--- src/design/sre_pkg.sv ---
// constants for the second-location start/stop and run enable block
// assumes one 25 MHz control clock and an AXI4-Lite register master
`default_nettype none
package sre_pkg;
	// ----------------------------------------
	// register offsets and bus answers
	// ----------------------------------------
	localparam int        ADDR_W        = 8;
	localparam logic [7:0] OFF_CMD_SEL  = 8'h00;
	localparam logic [7:0] OFF_TRIG     = 8'h04;
	localparam logic [7:0] OFF_IN_A     = 8'h08;
	localparam logic [7:0] OFF_IN_B     = 8'h0C;
	localparam logic [7:0] OFF_IN_C     = 8'h10;
	localparam logic [7:0] OFF_STOP     = 8'h14;
	localparam logic [7:0] OFF_RUN_SEL  = 8'h18;
	localparam logic [7:0] OFF_STATUS   = 8'h1C;
	localparam logic [1:0] RESP_OKAY    = 2'h0;
	localparam logic [1:0] RESP_SLVERR  = 2'h2;
	// ----------------------------------------
	// command location codes
	// ----------------------------------------
	localparam logic [4:0] CMD_NONE     = 5'h00;
	localparam logic [4:0] CMD_START    = 5'h01;
	localparam logic [4:0] CMD_START_DIR = 5'h02;
	localparam logic [4:0] CMD_FWD_REV  = 5'h03;
	localparam logic [4:0] CMD_P_STOP   = 5'h04;
	localparam logic [4:0] CMD_P_STOP_DIR = 5'h05;
	localparam logic [4:0] CMD_P_FR_STOP = 5'h06;
	localparam logic [4:0] CMD_PANEL    = 5'h0B;
	localparam logic [4:0] CMD_FBA      = 5'h0C;
	localparam logic [4:0] CMD_EFB      = 5'h0E;
	// ----------------------------------------
	// source codes, trigger and stop modes
	// ----------------------------------------
	localparam logic [4:0] SRC_OFF      = 5'h00;
	localparam logic [4:0] SRC_ON       = 5'h01;
	localparam int        SRC_DI_POS    = 2;
	localparam int        SRC_FBA_POS   = 30;
	localparam int        SRC_EFB_POS   = 31;
	localparam logic      TRIG_EDGE     = 1'b0;
	localparam logic      TRIG_LEVEL    = 1'b1;
	localparam logic      STOP_COAST    = 1'b0;
	localparam logic      STOP_RAMP     = 1'b1;
	// ----------------------------------------
	// values after reset
	// ----------------------------------------
	localparam logic [4:0] CMD_SEL_RST  = CMD_NONE;
	localparam logic      TRIG_RST      = TRIG_LEVEL;
	localparam logic [4:0] IN_SEL_RST   = SRC_OFF;
	localparam logic      STOP_RST      = STOP_COAST;
	localparam logic [4:0] RUN_SEL_RST  = SRC_ON;
	typedef enum logic [1:0] {ST_IDLE, ST_RUN, ST_RAMP} sre_state_type;
endpackage
`default_nettype wire

--- src/design/sre_src_mux.sv ---
// one-of-32 source selector for command and run enable inputs
// assumes the source vector is already in the control clock domain
`default_nettype none
module sre_src_mux
	import sre_pkg::*;
(
	// source vector and code
	input  wire logic [31:0] src_vec,
	input  wire logic [4:0]  sel,
	// selected bit
	output logic             bit_out
);
	assign bit_out = src_vec[sel];
endmodule
`default_nettype wire

--- src/design/sre_axil_slave.sv ---
// axi4-lite slave front end: handshakes, one write and one read
// assumes register decode and read data come combinationally from above
`default_nettype none
module sre_axil_slave
	import sre_pkg::*;
(
	// clock and reset
	input  wire logic              clk,
	input  wire logic              rst_n,
	// write channels
	input  wire logic [ADDR_W-1:0] awaddr,
	input  wire logic              awvalid,
	output logic                   awready,
	input  wire logic [31:0]       wdata,
	input  wire logic [3:0]        wstrb,
	input  wire logic              wvalid,
	output logic                   wready,
	output logic [1:0]             bresp,
	output logic                   bvalid,
	input  wire logic              bready,
	// read channels
	input  wire logic [ADDR_W-1:0] araddr,
	input  wire logic              arvalid,
	output logic                   arready,
	output logic [31:0]            rdata,
	output logic [1:0]             rresp,
	output logic                   rvalid,
	input  wire logic              rready,
	// register side
	output logic                   reg_wr,
	output logic [ADDR_W-1:0]      wr_addr,
	output logic [31:0]            wr_data,
	output logic [3:0]             wr_strb,
	input  wire logic              wr_ok,
	output logic [ADDR_W-1:0]      rd_addr,
	input  wire logic [31:0]       rd_data,
	input  wire logic              rd_ok
);
	logic aw_held, w_held;
	logic next_aw_held, next_w_held, next_bvalid, next_rvalid;
	logic [ADDR_W-1:0] next_wr_addr;
	logic [31:0] next_wr_data, next_rdata;
	logic [3:0] next_wr_strb;
	logic [1:0] next_bresp, next_rresp;

	// address and data may arrive in either order; both wait for bvalid
	assign awready = !aw_held && !bvalid;
	assign wready  = !w_held && !bvalid;
	assign arready = !rvalid;
	assign reg_wr  = aw_held && w_held && !bvalid;
	assign rd_addr = araddr;

	always_comb begin
		next_aw_held = aw_held;
		next_w_held  = w_held;
		next_wr_addr = wr_addr;
		next_wr_data = wr_data;
		next_wr_strb = wr_strb;
		next_bvalid  = bvalid;
		next_bresp   = bresp;
		next_rvalid  = rvalid;
		next_rdata   = rdata;
		next_rresp   = rresp;
		if (awvalid && awready) begin
			next_aw_held = 1'b1;
			next_wr_addr = awaddr;
		end
		if (wvalid && wready) begin
			next_w_held  = 1'b1;
			next_wr_data = wdata;
			next_wr_strb = wstrb;
		end
		if (reg_wr) begin
			next_aw_held = 1'b0;
			next_w_held  = 1'b0;
			next_bvalid  = 1'b1;
			next_bresp   = wr_ok ? RESP_OKAY : RESP_SLVERR;
		end else if (bvalid && bready) begin
			next_bvalid = 1'b0;
		end
		if (arvalid && arready) begin
			next_rvalid = 1'b1;
			next_rdata  = rd_ok ? rd_data : 32'h0000_0000;
			next_rresp  = rd_ok ? RESP_OKAY : RESP_SLVERR;
		end else if (rvalid && rready) begin
			next_rvalid = 1'b0;
		end
	end

	always_ff @(posedge clk or negedge rst_n) begin
		if (!rst_n) begin
			aw_held <= 1'b0;
			w_held  <= 1'b0;
			wr_addr <= '0;
			wr_data <= 32'h0000_0000;
			wr_strb <= 4'h0;
			bvalid  <= 1'b0;
			bresp   <= RESP_OKAY;
			rvalid  <= 1'b0;
			rdata   <= 32'h0000_0000;
			rresp   <= RESP_OKAY;
		end else begin
			aw_held <= next_aw_held;
			w_held  <= next_w_held;
			wr_addr <= next_wr_addr;
			wr_data <= next_wr_data;
			wr_strb <= next_wr_strb;
			bvalid  <= next_bvalid;
			bresp   <= next_bresp;
			rvalid  <= next_rvalid;
			rdata   <= next_rdata;
			rresp   <= next_rresp;
		end
	end
endmodule
`default_nettype wire

--- src/design/sre_top.sv ---
// start/stop decoding for the second external control location,
// with run enable gating and selectable stop mode
// assumes one MCLK domain; digital inputs arrive debounced from pins,
// panel and fieldbus commands come from logic on MCLK
//
// Decided for this implementation: the address map and the AXI4-Lite register port.
`default_nettype none

// Summary of operation
// - three-input pulse mode ignores trigger type
// - code 14 takes commands from embedded fieldbus
// - second input selectable, defaults to off
// - third input selectable, defaults to off
// - stop-mode setting for enable loss, default coast
// - coast: output stage off at once
// - ramp: follow active deceleration ramp
// - no start while run enable inactive
// - enable loss while running stops by mode
// - logic one on source means enabled
// - enable selector locked while running
// - code 2 selects first digital input
// - code 3 selects second digital input
module sre_top
	import sre_pkg::*;
#(
	parameter int NUM_DI = 6
)(
	// clock and reset
	input  wire logic              MCLK,
	input  wire logic              RST_N,
	// axi4-lite write
	input  wire logic [ADDR_W-1:0] S_AXI_AWADDR,
	input  wire logic              S_AXI_AWVALID,
	output logic                   S_AXI_AWREADY,
	input  wire logic [31:0]       S_AXI_WDATA,
	input  wire logic [3:0]        S_AXI_WSTRB,
	input  wire logic              S_AXI_WVALID,
	output logic                   S_AXI_WREADY,
	output logic [1:0]             S_AXI_BRESP,
	output logic                   S_AXI_BVALID,
	input  wire logic              S_AXI_BREADY,
	// axi4-lite read
	input  wire logic [ADDR_W-1:0] S_AXI_ARADDR,
	input  wire logic              S_AXI_ARVALID,
	output logic                   S_AXI_ARREADY,
	output logic [31:0]            S_AXI_RDATA,
	output logic [1:0]             S_AXI_RRESP,
	output logic                   S_AXI_RVALID,
	input  wire logic              S_AXI_RREADY,
	// digital input pins, debounced
	input  wire logic [NUM_DI-1:0] DIG_IN,
	// panel and fieldbus commands
	input  wire logic              PANEL_START,
	input  wire logic              PANEL_REV,
	input  wire logic              FBA_START,
	input  wire logic              FBA_REV,
	input  wire logic              EFB_START,
	input  wire logic              EFB_REV,
	input  wire logic              FBA_CW_BIT3,
	input  wire logic              EFB_CW_BIT3,
	// ramp generator feedback
	input  wire logic              ZERO_SPEED,
	// drive outputs
	output logic                   POWER_STAGE_ON,
	output logic                   RAMP_STOP,
	output logic                   MOTOR_RUN,
	output logic                   REVERSE
);
	// ----------------------------------------
	// declarations
	// ----------------------------------------
	logic [NUM_DI-1:0] di_meta, di_sync;
	logic [4:0] cmd_sel, next_cmd_sel;
	logic       trig, next_trig;
	logic [4:0] in_sel [0:2];
	logic [4:0] next_in_sel [0:2];
	logic       stop_mode, next_stop_mode;
	logic [4:0] run_sel, next_run_sel;
	logic [4:0] mux_sel [0:3];
	logic [3:0] mux_out;
	logic [31:0] src_vec;
	logic [2:0] in_cur, in_prev, rise;
	logic       run_en;
	logic       start_req, stop_req, rev_req, dir_follow;
	logic       lvl_a, lvl_b;
	logic       refused;
	sre_state_type state, next_state;
	logic       next_power, next_ramp, next_run, next_rev;
	logic       reg_wr, wr_ok, rd_ok, wr_en;
	logic [ADDR_W-1:0] wr_addr, rd_addr;
	logic [31:0] wr_data, rd_data;
	logic [3:0] wr_strb;
	logic       running;

	// ----------------------------------------
	// pin synchroniser
	// ----------------------------------------
	always_ff @(posedge MCLK or negedge RST_N) begin
		if (!RST_N) begin
			di_meta <= '0;
			di_sync <= '0;
		end else begin
			di_meta <= DIG_IN;
			di_sync <= di_meta;
		end
	end

	// ----------------------------------------
	// register bus
	// ----------------------------------------
	sre_axil_slave u_bus (
		.clk     (MCLK),
		.rst_n   (RST_N),
		.awaddr  (S_AXI_AWADDR),
		.awvalid (S_AXI_AWVALID),
		.awready (S_AXI_AWREADY),
		.wdata   (S_AXI_WDATA),
		.wstrb   (S_AXI_WSTRB),
		.wvalid  (S_AXI_WVALID),
		.wready  (S_AXI_WREADY),
		.bresp   (S_AXI_BRESP),
		.bvalid  (S_AXI_BVALID),
		.bready  (S_AXI_BREADY),
		.araddr  (S_AXI_ARADDR),
		.arvalid (S_AXI_ARVALID),
		.arready (S_AXI_ARREADY),
		.rdata   (S_AXI_RDATA),
		.rresp   (S_AXI_RRESP),
		.rvalid  (S_AXI_RVALID),
		.rready  (S_AXI_RREADY),
		.reg_wr  (reg_wr),
		.wr_addr (wr_addr),
		.wr_data (wr_data),
		.wr_strb (wr_strb),
		.wr_ok   (wr_ok),
		.rd_addr (rd_addr),
		.rd_data (rd_data),
		.rd_ok   (rd_ok)
	);

	assign running = (state != ST_IDLE);

	// status is read-only; the enable selector refuses writes in motion
	always_comb begin
		if (wr_addr == OFF_CMD_SEL || wr_addr == OFF_TRIG) begin
			wr_ok = 1'b1;
		end else if (wr_addr == OFF_IN_A || wr_addr == OFF_IN_B) begin
			wr_ok = 1'b1;
		end else if (wr_addr == OFF_IN_C || wr_addr == OFF_STOP) begin
			wr_ok = 1'b1;
		end else if (wr_addr == OFF_RUN_SEL) begin
			wr_ok = !running;
		end else begin
			wr_ok = 1'b0;
		end
	end

	// all fields sit in byte lane 0
	assign wr_en = reg_wr && wr_ok && wr_strb[0];

	always_comb begin
		next_cmd_sel   = cmd_sel;
		next_trig      = trig;
		next_in_sel    = in_sel;
		next_stop_mode = stop_mode;
		next_run_sel   = run_sel;
		if (wr_en) begin
			if (wr_addr == OFF_CMD_SEL) begin
				next_cmd_sel = wr_data[4:0];
			end else if (wr_addr == OFF_TRIG) begin
				next_trig = wr_data[0];
			end else if (wr_addr == OFF_IN_A) begin
				next_in_sel[0] = wr_data[4:0];
			end else if (wr_addr == OFF_IN_B) begin
				next_in_sel[1] = wr_data[4:0];
			end else if (wr_addr == OFF_IN_C) begin
				next_in_sel[2] = wr_data[4:0];
			end else if (wr_addr == OFF_STOP) begin
				next_stop_mode = wr_data[0];
			end else if (wr_addr == OFF_RUN_SEL) begin
				next_run_sel = wr_data[4:0];
			end
		end
	end

	always_ff @(posedge MCLK or negedge RST_N) begin
		if (!RST_N) begin
			cmd_sel   <= CMD_SEL_RST;
			trig      <= TRIG_RST;
			in_sel    <= '{IN_SEL_RST, IN_SEL_RST, IN_SEL_RST};
			stop_mode <= STOP_RST;
			run_sel   <= RUN_SEL_RST;
		end else begin
			cmd_sel   <= next_cmd_sel;
			trig      <= next_trig;
			in_sel    <= next_in_sel;
			stop_mode <= next_stop_mode;
			run_sel   <= next_run_sel;
		end
	end

	always_comb begin
		rd_ok   = 1'b1;
		rd_data = 32'h0000_0000;
		if (rd_addr == OFF_CMD_SEL) begin
			rd_data[4:0] = cmd_sel;
		end else if (rd_addr == OFF_TRIG) begin
			rd_data[0] = trig;
		end else if (rd_addr == OFF_IN_A) begin
			rd_data[4:0] = in_sel[0];
		end else if (rd_addr == OFF_IN_B) begin
			rd_data[4:0] = in_sel[1];
		end else if (rd_addr == OFF_IN_C) begin
			rd_data[4:0] = in_sel[2];
		end else if (rd_addr == OFF_STOP) begin
			rd_data[0] = stop_mode;
		end else if (rd_addr == OFF_RUN_SEL) begin
			rd_data[4:0] = run_sel;
		end else if (rd_addr == OFF_STATUS) begin
			rd_data[7:0] = {in_cur, refused, run_en,
				REVERSE, RAMP_STOP, POWER_STAGE_ON};
			rd_data[8 +: NUM_DI] = di_sync;
		end else begin
			rd_ok = 1'b0;
		end
	end

	// ----------------------------------------
	// source selection
	// ----------------------------------------
	// unused codes between the inputs and the fieldbus bits read as zero
	always_comb begin
		src_vec = 32'h0000_0000;
		src_vec[SRC_ON] = 1'b1;
		src_vec[SRC_DI_POS +: NUM_DI] = di_sync;
		src_vec[SRC_FBA_POS] = FBA_CW_BIT3;
		src_vec[SRC_EFB_POS] = EFB_CW_BIT3;
	end

	assign mux_sel[0] = in_sel[0];
	assign mux_sel[1] = in_sel[1];
	assign mux_sel[2] = in_sel[2];
	assign mux_sel[3] = run_sel;

	for (genvar k = 0; k < 4; k++) begin : g_mux
		sre_src_mux u_mux (
			.src_vec (src_vec),
			.sel     (mux_sel[k]),
			.bit_out (mux_out[k])
		);
	end

	assign in_cur = mux_out[2:0];
	assign run_en = mux_out[3] == 1'b1;

	// ----------------------------------------
	// edge detection
	// ----------------------------------------
	always_ff @(posedge MCLK or negedge RST_N) begin
		if (!RST_N) begin
			in_prev <= 3'h0;
		end else begin
			in_prev <= in_cur;
		end
	end

	assign rise = in_cur & ~in_prev;

	// ----------------------------------------
	// command decoding
	// ----------------------------------------
	// edge mode starts only on a fresh edge, so a held input after a
	// stop does not restart the motor by itself
	assign lvl_a = (trig == TRIG_LEVEL) ? in_cur[0] : rise[0];
	assign lvl_b = (trig == TRIG_LEVEL) ? in_cur[1] : rise[1];

	always_comb begin
		start_req  = 1'b0;
		stop_req   = 1'b0;
		rev_req    = 1'b0;
		dir_follow = 1'b0;
		case (cmd_sel)
			CMD_START: begin
				start_req = lvl_a;
				stop_req  = !in_cur[0];
			end
			CMD_START_DIR: begin
				start_req  = lvl_a;
				stop_req   = !in_cur[0];
				rev_req    = in_cur[1];
				dir_follow = 1'b1;
			end
			CMD_FWD_REV: begin
				stop_req = in_cur[0] == in_cur[1];
				if (lvl_a && !in_cur[1]) begin
					start_req = 1'b1;
				end else if (lvl_b && !in_cur[0]) begin
					start_req = 1'b1;
					rev_req   = 1'b1;
				end
			end
			CMD_P_STOP: begin
				start_req = rise[0] && in_cur[1];
				stop_req  = !in_cur[1];
			end
			CMD_P_STOP_DIR: begin
				start_req  = rise[0] && in_cur[1];
				stop_req   = !in_cur[1];
				rev_req    = in_cur[2];
				dir_follow = 1'b1;
			end
			CMD_P_FR_STOP: begin
				// pulses only; trigger type has no say here
				stop_req = !in_cur[2];
				if (rise[0] && in_cur[2]) begin
					start_req = 1'b1;
				end else if (rise[1] && in_cur[2]) begin
					start_req = 1'b1;
					rev_req   = 1'b1;
				end
			end
			CMD_PANEL: begin
				start_req  = PANEL_START;
				stop_req   = !PANEL_START;
				rev_req    = PANEL_REV;
				dir_follow = 1'b1;
			end
			CMD_FBA: begin
				start_req  = FBA_START;
				stop_req   = !FBA_START;
				rev_req    = FBA_REV;
				dir_follow = 1'b1;
			end
			CMD_EFB: begin
				start_req  = EFB_START;
				stop_req   = !EFB_START;
				rev_req    = EFB_REV;
				dir_follow = 1'b1;
			end
			default: begin
				stop_req = 1'b1;
			end
		endcase
	end

	assign refused = start_req && !run_en && !running;

	// ----------------------------------------
	// run state machine
	// ----------------------------------------
	always_comb begin
		next_state = state;
		next_rev   = REVERSE;
		case (state)
			ST_IDLE: begin
				if (start_req && run_en) begin
					next_state = ST_RUN;
					next_rev   = rev_req;
				end
			end
			ST_RUN: begin
				if (!run_en) begin
					if (stop_mode == STOP_COAST) begin
						next_state = ST_IDLE;
					end else begin
						next_state = ST_RAMP;
					end
				end else if (stop_req) begin
					next_state = ST_RAMP;
				end else if (dir_follow) begin
					next_rev = rev_req;
				end
			end
			ST_RAMP: begin
				// a coast request during a ramp still cuts power at once
				if (!run_en && stop_mode == STOP_COAST) begin
					next_state = ST_IDLE;
				end else if (ZERO_SPEED) begin
					next_state = ST_IDLE;
				end
			end
			default: begin
				next_state = ST_IDLE;
			end
		endcase
		next_power = next_state != ST_IDLE;
		next_ramp  = next_state == ST_RAMP;
		next_run   = next_state == ST_RUN;
		if (next_state == ST_IDLE) begin
			next_rev = 1'b0;
		end
	end

	always_ff @(posedge MCLK or negedge RST_N) begin
		if (!RST_N) begin
			state          <= ST_IDLE;
			POWER_STAGE_ON <= 1'b0;
			RAMP_STOP      <= 1'b0;
			MOTOR_RUN      <= 1'b0;
			REVERSE        <= 1'b0;
		end else begin
			state          <= next_state;
			POWER_STAGE_ON <= next_power;
			RAMP_STOP      <= next_ramp;
			MOTOR_RUN      <= next_run;
			REVERSE        <= next_rev;
		end
	end
endmodule
`default_nettype wire

--- config.mk ---
export PLATFORM = sky130hd
export DESIGN_NAME = sre_top
export DESIGN_NICKNAME = d
export VERILOG_FILES = /design/src/design/sre_pkg.sv /design/src/design/sre_src_mux.sv /design/src/design/sre_axil_slave.sv /design/src/design/sre_top.sv
export SDC_FILE = /design/constraint.sdc
export NUM_CORES = 1
export LEC_CHECK = 0
export ABC_AREA = 1
export ABC_CLOCK_PERIOD_IN_PS = 2560
export BUFFER_PORTS_ARGS = -buffer_cell sky130_fd_sc_hd__buf_4
export CAP_MARGIN = 15
export CORE_ASPECT_RATIO = 0.9
export CORE_MARGIN = 3
export CORE_UTILIZATION = 54
export CTS_BUF_LIST = sky130_fd_sc_hd__clkbuf_4 sky130_fd_sc_hd__clkbuf_8
export CTS_CLUSTER_SIZE = 12
export DETAILED_ROUTE_END_ITERATION = 8
export GPL_TIMING_DRIVEN = 0
export HOLD_SLACK_MARGIN = 0.12
export PLACE_DENSITY = 0.88
export SETUP_SLACK_MARGIN = 0.5
export SLEW_MARGIN = 20
export SYNTH_ARGS = -nofsm -noshare
export SYNTH_HDL_FRONTEND = slang
export SYNTH_SLANG_ARGS = --single-unit
--- constraint.sdc ---
create_clock -name MCLK -period 2.56 [get_ports MCLK]
set_input_delay 0.384 -clock MCLK [delete_from_list [all_inputs] [get_ports MCLK]]
set_output_delay 0.384 -clock MCLK [all_outputs]
set_load 0.01 [all_outputs]
# [After elaboration in Yosys (flattened, before gate mapping)]
# Cells that the tools add are included.
[classes] magnitude_cmp=4 n_eq_ne=31 muxes=84 n_bitwise=9 n_reduce_logical=57
[op_table] op="2-to-1 mux 14 bit" n=9
[op_table] op="== test 8 x 5 -> 1 bit, second input constant" n=7
[op_table] op="2-to-1 mux 5 bit" n=11
[op_table] op="2-to-1 mux 9 bit" n=5
[op_table] op="2-to-1 mux 1 bit" n=40
[op_table] op="== test 8 x 4 -> 1 bit, second input constant" n=4
[op_table] op="2-to-1 mux 13 bit" n=2
[op_table] op="less-than comparator 5 x 6 -> 1 bit, second input constant" n=4
[op_table] op="case mux 1 bit (7 select lines)" n=3
[op_table] op="binary-select mux 1 bit (select 5 bit)" n=4
[op_table] op="logical AND 1 bit" n=20
[op_table] op="== test 8 x 3 -> 1 bit, second input constant" n=2
[op_table] op="zero test 8 bit" n=2
[op_table] op="2-to-1 mux 2 bit" n=8
[op_table] op="== test 5 x 3 -> 1 bit, second input constant" n=3
[op_table] op="== test 5 x 4 -> 1 bit, second input constant" n=3
[op_table] op="zero test 1 bit" n=12
[op_table] op="!= test 3 bit, second input constant" n=4
[op_table] op="nonzero test 2 bit" n=6
[op_table] op="== test 5 x 2 -> 1 bit, second input constant" n=2
[op_table] op="AND reduction 5 bit" n=2
[op_table] op="AND reduction 8 bit" n=1
[op_table] op="inverter 1 bit" n=7
[op_table] op="AND reduction 7 bit" n=1
[op_table] op="17 further kinds" n=23
[word_totals] regBits=101 in_bits=74 out_inout_bits=45 word_cells=210

# [Logic depth before layout (Yosys ltp)]
[depth] depth_word=32 depth_mapped=19 mapped_depth_nobuf=19

# [By module]
# A second synthesis with hierarchy kept.
[unflattened] hier_cells=1023 area_unflattened_um2=7367.1
[by_module_without_submodules] mod="sre_axil_slave" n_inst=1 cells_per_inst=366 area_each_um2=3328.2 seq_area_each_um2=2052.0
[by_module_without_submodules] mod="sre_top" n_inst=1 cells_per_inst=345 area_each_um2=2537.4 seq_area_each_um2=1178.6
[by_module_without_submodules] mod="sre_src_mux" n_inst=4 cells_per_inst=78 area_each_um2=375.4 seq_area_each_um2=0.0

# [Worst setup path before layout]
# OpenSTA, ideal clock, no wires.
[synth_timing] path_type="register -> register" start="reg run_sel[0]" end="reg REVERSE" setup_time_ns=0.129 t_arrival_ns=1.636 required_ns=2.431 path_slack_ns=0.795 stages_incl_launch_ff=14 n_path_buf=0 synth_period_minus_slack_ns=1.765 path_cell_list="dfstp_2 -> inv_2 -> a21oi_1 -> o21ai_1 -> o21ai_0 -> o21ai_0 -> nand2_2 -> nand3_2 -> nor2_4 -> nand2_4 -> a21oi_4 -> nor2_4 -> nor2_4 -> a21oi_2"
[synth_via] elab_chain_cells=9 elab_cells_between_ends=17 cone_classes="eq/ne (4); mux (7); reduce/logical (6)"
[synth_lines] item="start: declaration" line="sre_top.sv:78" text="logic [4:0] run_sel, next_run_sel;"
[synth_lines] item="start signal: assignment" line="sre_top.sv:198" text="run_sel <= next_run_sel;"
[synth_lines] item="binary-select mux 1 bit (select 5 bit) (*)" line="sre_src_mux.sv:13" text="assign bit_out = src_vec[sel];"
[synth_lines] item="2-to-1 mux 1 bit (implied by the code) (*)" line="sre_src_mux.sv:13"
[synth_lines] item="zero test 1 bit" line="sre_top.sv:376" text="if (!run_en && stop_mode == STOP_COAST) begin"
[synth_lines] item="logical AND 1 bit" line="sre_top.sv:376"
[synth_lines] item="2-to-1 mux 2 bit" line="sre_top.sv:376"
[synth_lines] item="case mux 2 bit (3 select lines) (*)" line="sre_top.sv:354" text="case (state)"
[synth_lines] item="named net next_state[1]" line="sre_top.sv:87" text="sre_state_type state, next_state;"
[synth_lines] item="zero test 2 bit (*)" line="sre_top.sv:389" text="if (next_state == ST_IDLE) begin"
[synth_lines] item="!= test 3 bit (no source line) or nonzero test 3 bit (tied branches)"
[synth_lines] item="AND reduction 5 bit (no source line)"
[synth_lines] item="end signal: assignment" line="sre_top.sv:406" text="REVERSE <= next_rev;"
[synth_lines] item="end: declaration" line="sre_top.sv:67" text="output logic REVERSE"
# Mark *: on every way through the listed nets, which the timed path passes. The rest lies on a longest branch. The select of a mux whose other input is x is not followed.
# A chain may end at the register's enable or synchronous reset.

# [Worst setup path after layout]
# Ends and elaborated chain as after synthesis.

==> results.sh <==
export IMPL_cts_sinks=81
export IMPL_clkSlewWorstSetupHoldPaths_ps=90
export IMPL_n_antenna_cell=0
export IMPL_antenna_found_initial=0
export IMPL_syn_area_um2=4340
export IMPL_finalCritPeriodShare=0.794
export IMPL_worstSetupEndpointType="flip-flop"
export IMPL_crit_path_start_kind="flip-flop"
export IMPL_cts_tree="built"
export IMPL_dpl_cell_area_um2=5040
export IMPL_grt_overflow=0
export IMPL_crit_fanout=6
export IMPL_drt_wirelength_per_cell_um=14.8
export IMPL_core_um2=7660
export IMPL_cp_required_ps=2810
export IMPL_synth_cells=538
export IMPL_setup_viol=0
export IMPL_status="completed"
export IMPL_nNetsFinal=728
export IMPL_worst_pin_slew_ps=970
export IMPL_finalHoldViolCount=0
export IMPL_gp_congestion=0.924
export IMPL_synth_largest_area_cell="dfrtp_1"
export IMPL_final_area_um2=5460
export IMPL_antenna_left=0
export IMPL_fin_setup_tns_ps=0
export IMPL_layout_area_seq_um2=2040
export IMPL_async_reset_ff_frac=1.00
export IMPL_die_area_um2=9150
export IMPL_fmax_mhz=492
export IMPL_htreeDepth=3
export IMPL_grt_max_degree=82
export IMPL_slew_headroom=0.354
export IMPL_first_pass_iters=5
export IMPL_worst_hold_slack_ps=129
export IMPL_clock_path_buffers=2
export IMPL_ir_worst_vdd_v=0.000551
export IMPL_cts_made_buffers=9
export IMPL_grt_pass1_vias=3802
export IMPL_grt_pass1_wl_um=17600
export IMPL_drive_above_1_share=0.294
export IMPL_hp_class="in2reg"
export IMPL_yosys_cell_types_count=43
export IMPL_finalMaxSlewViolations=0
export IMPL_ys_ff_latch=81
export IMPL_fin_crit_ps=2030
export IMPL_via_count=4007
export IMPL_fin_skew_ps=12.4
export IMPL_power_total_mw=3.28
export IMPL_root_buffer="clkbuf_8"
export IMPL_synth_area_leaders="dfrtp_1 (46%), nand2_1 (12%), inv_1 (4.8%)"
export IMPL_area_growth_pct=25.9
export IMPL_synth_area_per_cell_um2=8.07
export IMPL_synth_warnings=0
export IMPL_rsz0062_at_grt="yes"
export IMPL_num_rows=30
export IMPL_final_cells=755
export IMPL_wirelength_um=11200
export IMPL_die_h_um=91.1
export IMPL_synth_edf_count=0
export IMPL_drv_cap=0
export IMPL_synthFlopType="dfrtp_1"
export IMPL_post_place_ws_ps=351
export IMPL_critPathKind="reg2reg"
export IMPL_clock_latency_ps=370
export IMPL_top_level_ports=119
export IMPL_power_density_nw_per_um2=601
export IMPL_dp_hpwl_um=7970
export IMPL_start_util=0.567
export IMPL_synth_top_area_share=0.455
export IMPL_fill_cells=586
export IMPL_ys_seq_area_frac=0.468
export IMPL_routed_via_density=5.31
export IMPL_fin_ws_ps=528
export IMPL_die_w_um=101
export IMPL_fin_util=0.713
export IMPL_cp_arrival_ps=2280
export IMPL_drt_iter0_markers=262
export IMPL_multi_input_area_um2=2010
export IMPL_grtUsageTotal=0.242
export IMPL_drc_errors=0
export IMPL_dp_cells=721
export IMPL_power_leakage_nw=2.76
export IMPL_port_buffers=68
[worst max-delay path, cell delays in order, from the launching register on]
cell,delay [ps]
dfstp_2,590
inv_4,60
nand2_1,60
a21oi_1,60
nor3_1,140
o21ai_1,100
nand2_2,160
nand3_2,110
nor2_4,150
nand2_4,70
a21oi_4,180
nor2_4,60
nor2_4,140
a21oi_2,40
[logic make-up (layout without fill, tap and decap cells)]
family | count (synthesis) | count (layout) | share of synthesized area
other | 1 | 20 | 0.000864
and+or+nand+nor | 260 | 261 | 0.279
AOI/OAI and AO/OA | 96 | 96 | 0.131
muxes | 9 | 9 | 0.0231
buffers and inverters | 91 | 192 | 0.0983
DFF | 81 | 81 | 0.468
[registers in the layout, summed over array words and instances, names as in the netlist, 2 cells and up]
register	flops
in_sel	15
u_bus.rdata	14
u_bus.wr_addr	8
di_meta	6
di_sync	6
cmd_sel	5
run_sel	5
u_bus.wr_data	5
in_prev	2
state	2
[repair_timing]
action / in CTS / in global routing
hold buffers: 2 / 2
setup buffers: 0 / 13
gates resized for setup: 0 / 23
endpoints found under the hold margin: 2 / 2
setup endpoints to repair: 0 / 31
[synthesized netlist by cell type (2+ instances only)]
cell type	instances
a22oi_1	2
nor3_2	2
nor2_2	3
mux2_2	8
nand4_1	4
o22ai_1	5
nor2_4	4
nand2_2	9
nand3_1	24
nand2_4	2
nor4_1	3
o211ai_1	4
nand3_2	6
o21ai_0	42
a21oi_2	4
inv_2	9
dfstp_2	2
a21oi_1	22
nor2_1	52
dfrtp_1	79
buf_4	22
nor3_1	8
inv_1	56
o21ai_1	8
clkbuf_1	2
nand2_1	138
o2111ai_1	2
[metal layers]
layer	global-route usage	wire length, µm	vias up
met2	0.414	5510	179
met5	0	0	-
met3	0.0607	888	22
met4	0.0505	195	0
met1	0.310	4590	1860
li1	-	-	1946
[area by class of cell]
cell class,instances,share of cell area
clock inverters,5,0.0110
inverters,66,0.0463
flip-flops and latches,81,0.373
multi-input cells,386,0.369
repair buffers,85,0.119
clock buffers,11,0.0277
well taps,96,0.0220
plain buffers,25,0.0325
[where the power goes]
part | internal (mW) | switching (mW) | leakage (nW)
Clock | 0.509 | 0.493 | 0.106
Sequential | 1.44 | 0.132 | 1.03
Combinational | 0.287 | 0.415 | 1.62
Total | 2.24 | 1.04 | 2.76
[cell usage in the layout, fill, tap and decap left out, types with 7 or more instances in the layout]
| cell type | n |
|---|---|
| o21ai_1 | 11 |
| nand2_1 | 136 |
| buf_4 | 103 |
| inv_1 | 56 |
| a21oi_1 | 19 |
| nor2_1 | 50 |
| dfrtp_2 | 7 |
| clkbuf_8 | 11 |
| o21ai_0 | 39 |
| nand2_2 | 10 |
| mux2_2 | 8 |
| nor3_1 | 8 |
| nand3_1 | 24 |
| conb_1 | 20 |
| inv_2 | 8 |
| a21oi_2 | 7 |
| dfrtp_1 | 72 |
[final timing paths]
path	from	end	slack, ps	cells past startpoint
min in group asynchronous	RST_N	u_bus.rdata[4]	170	1
worst min register to register	di_meta[0]	di_sync[0]	350	0
worst min-delay path	DIG_IN[4]	di_meta[4]	130	1
worst max register to register	run_sel[0]	REVERSE	530	13
max in group asynchronous	RST_N	in_sel[12]	1700	1
worst max-delay path	run_sel[0]	REVERSE	530	13
No activity file was read; power rests on OpenSTA's default activity.
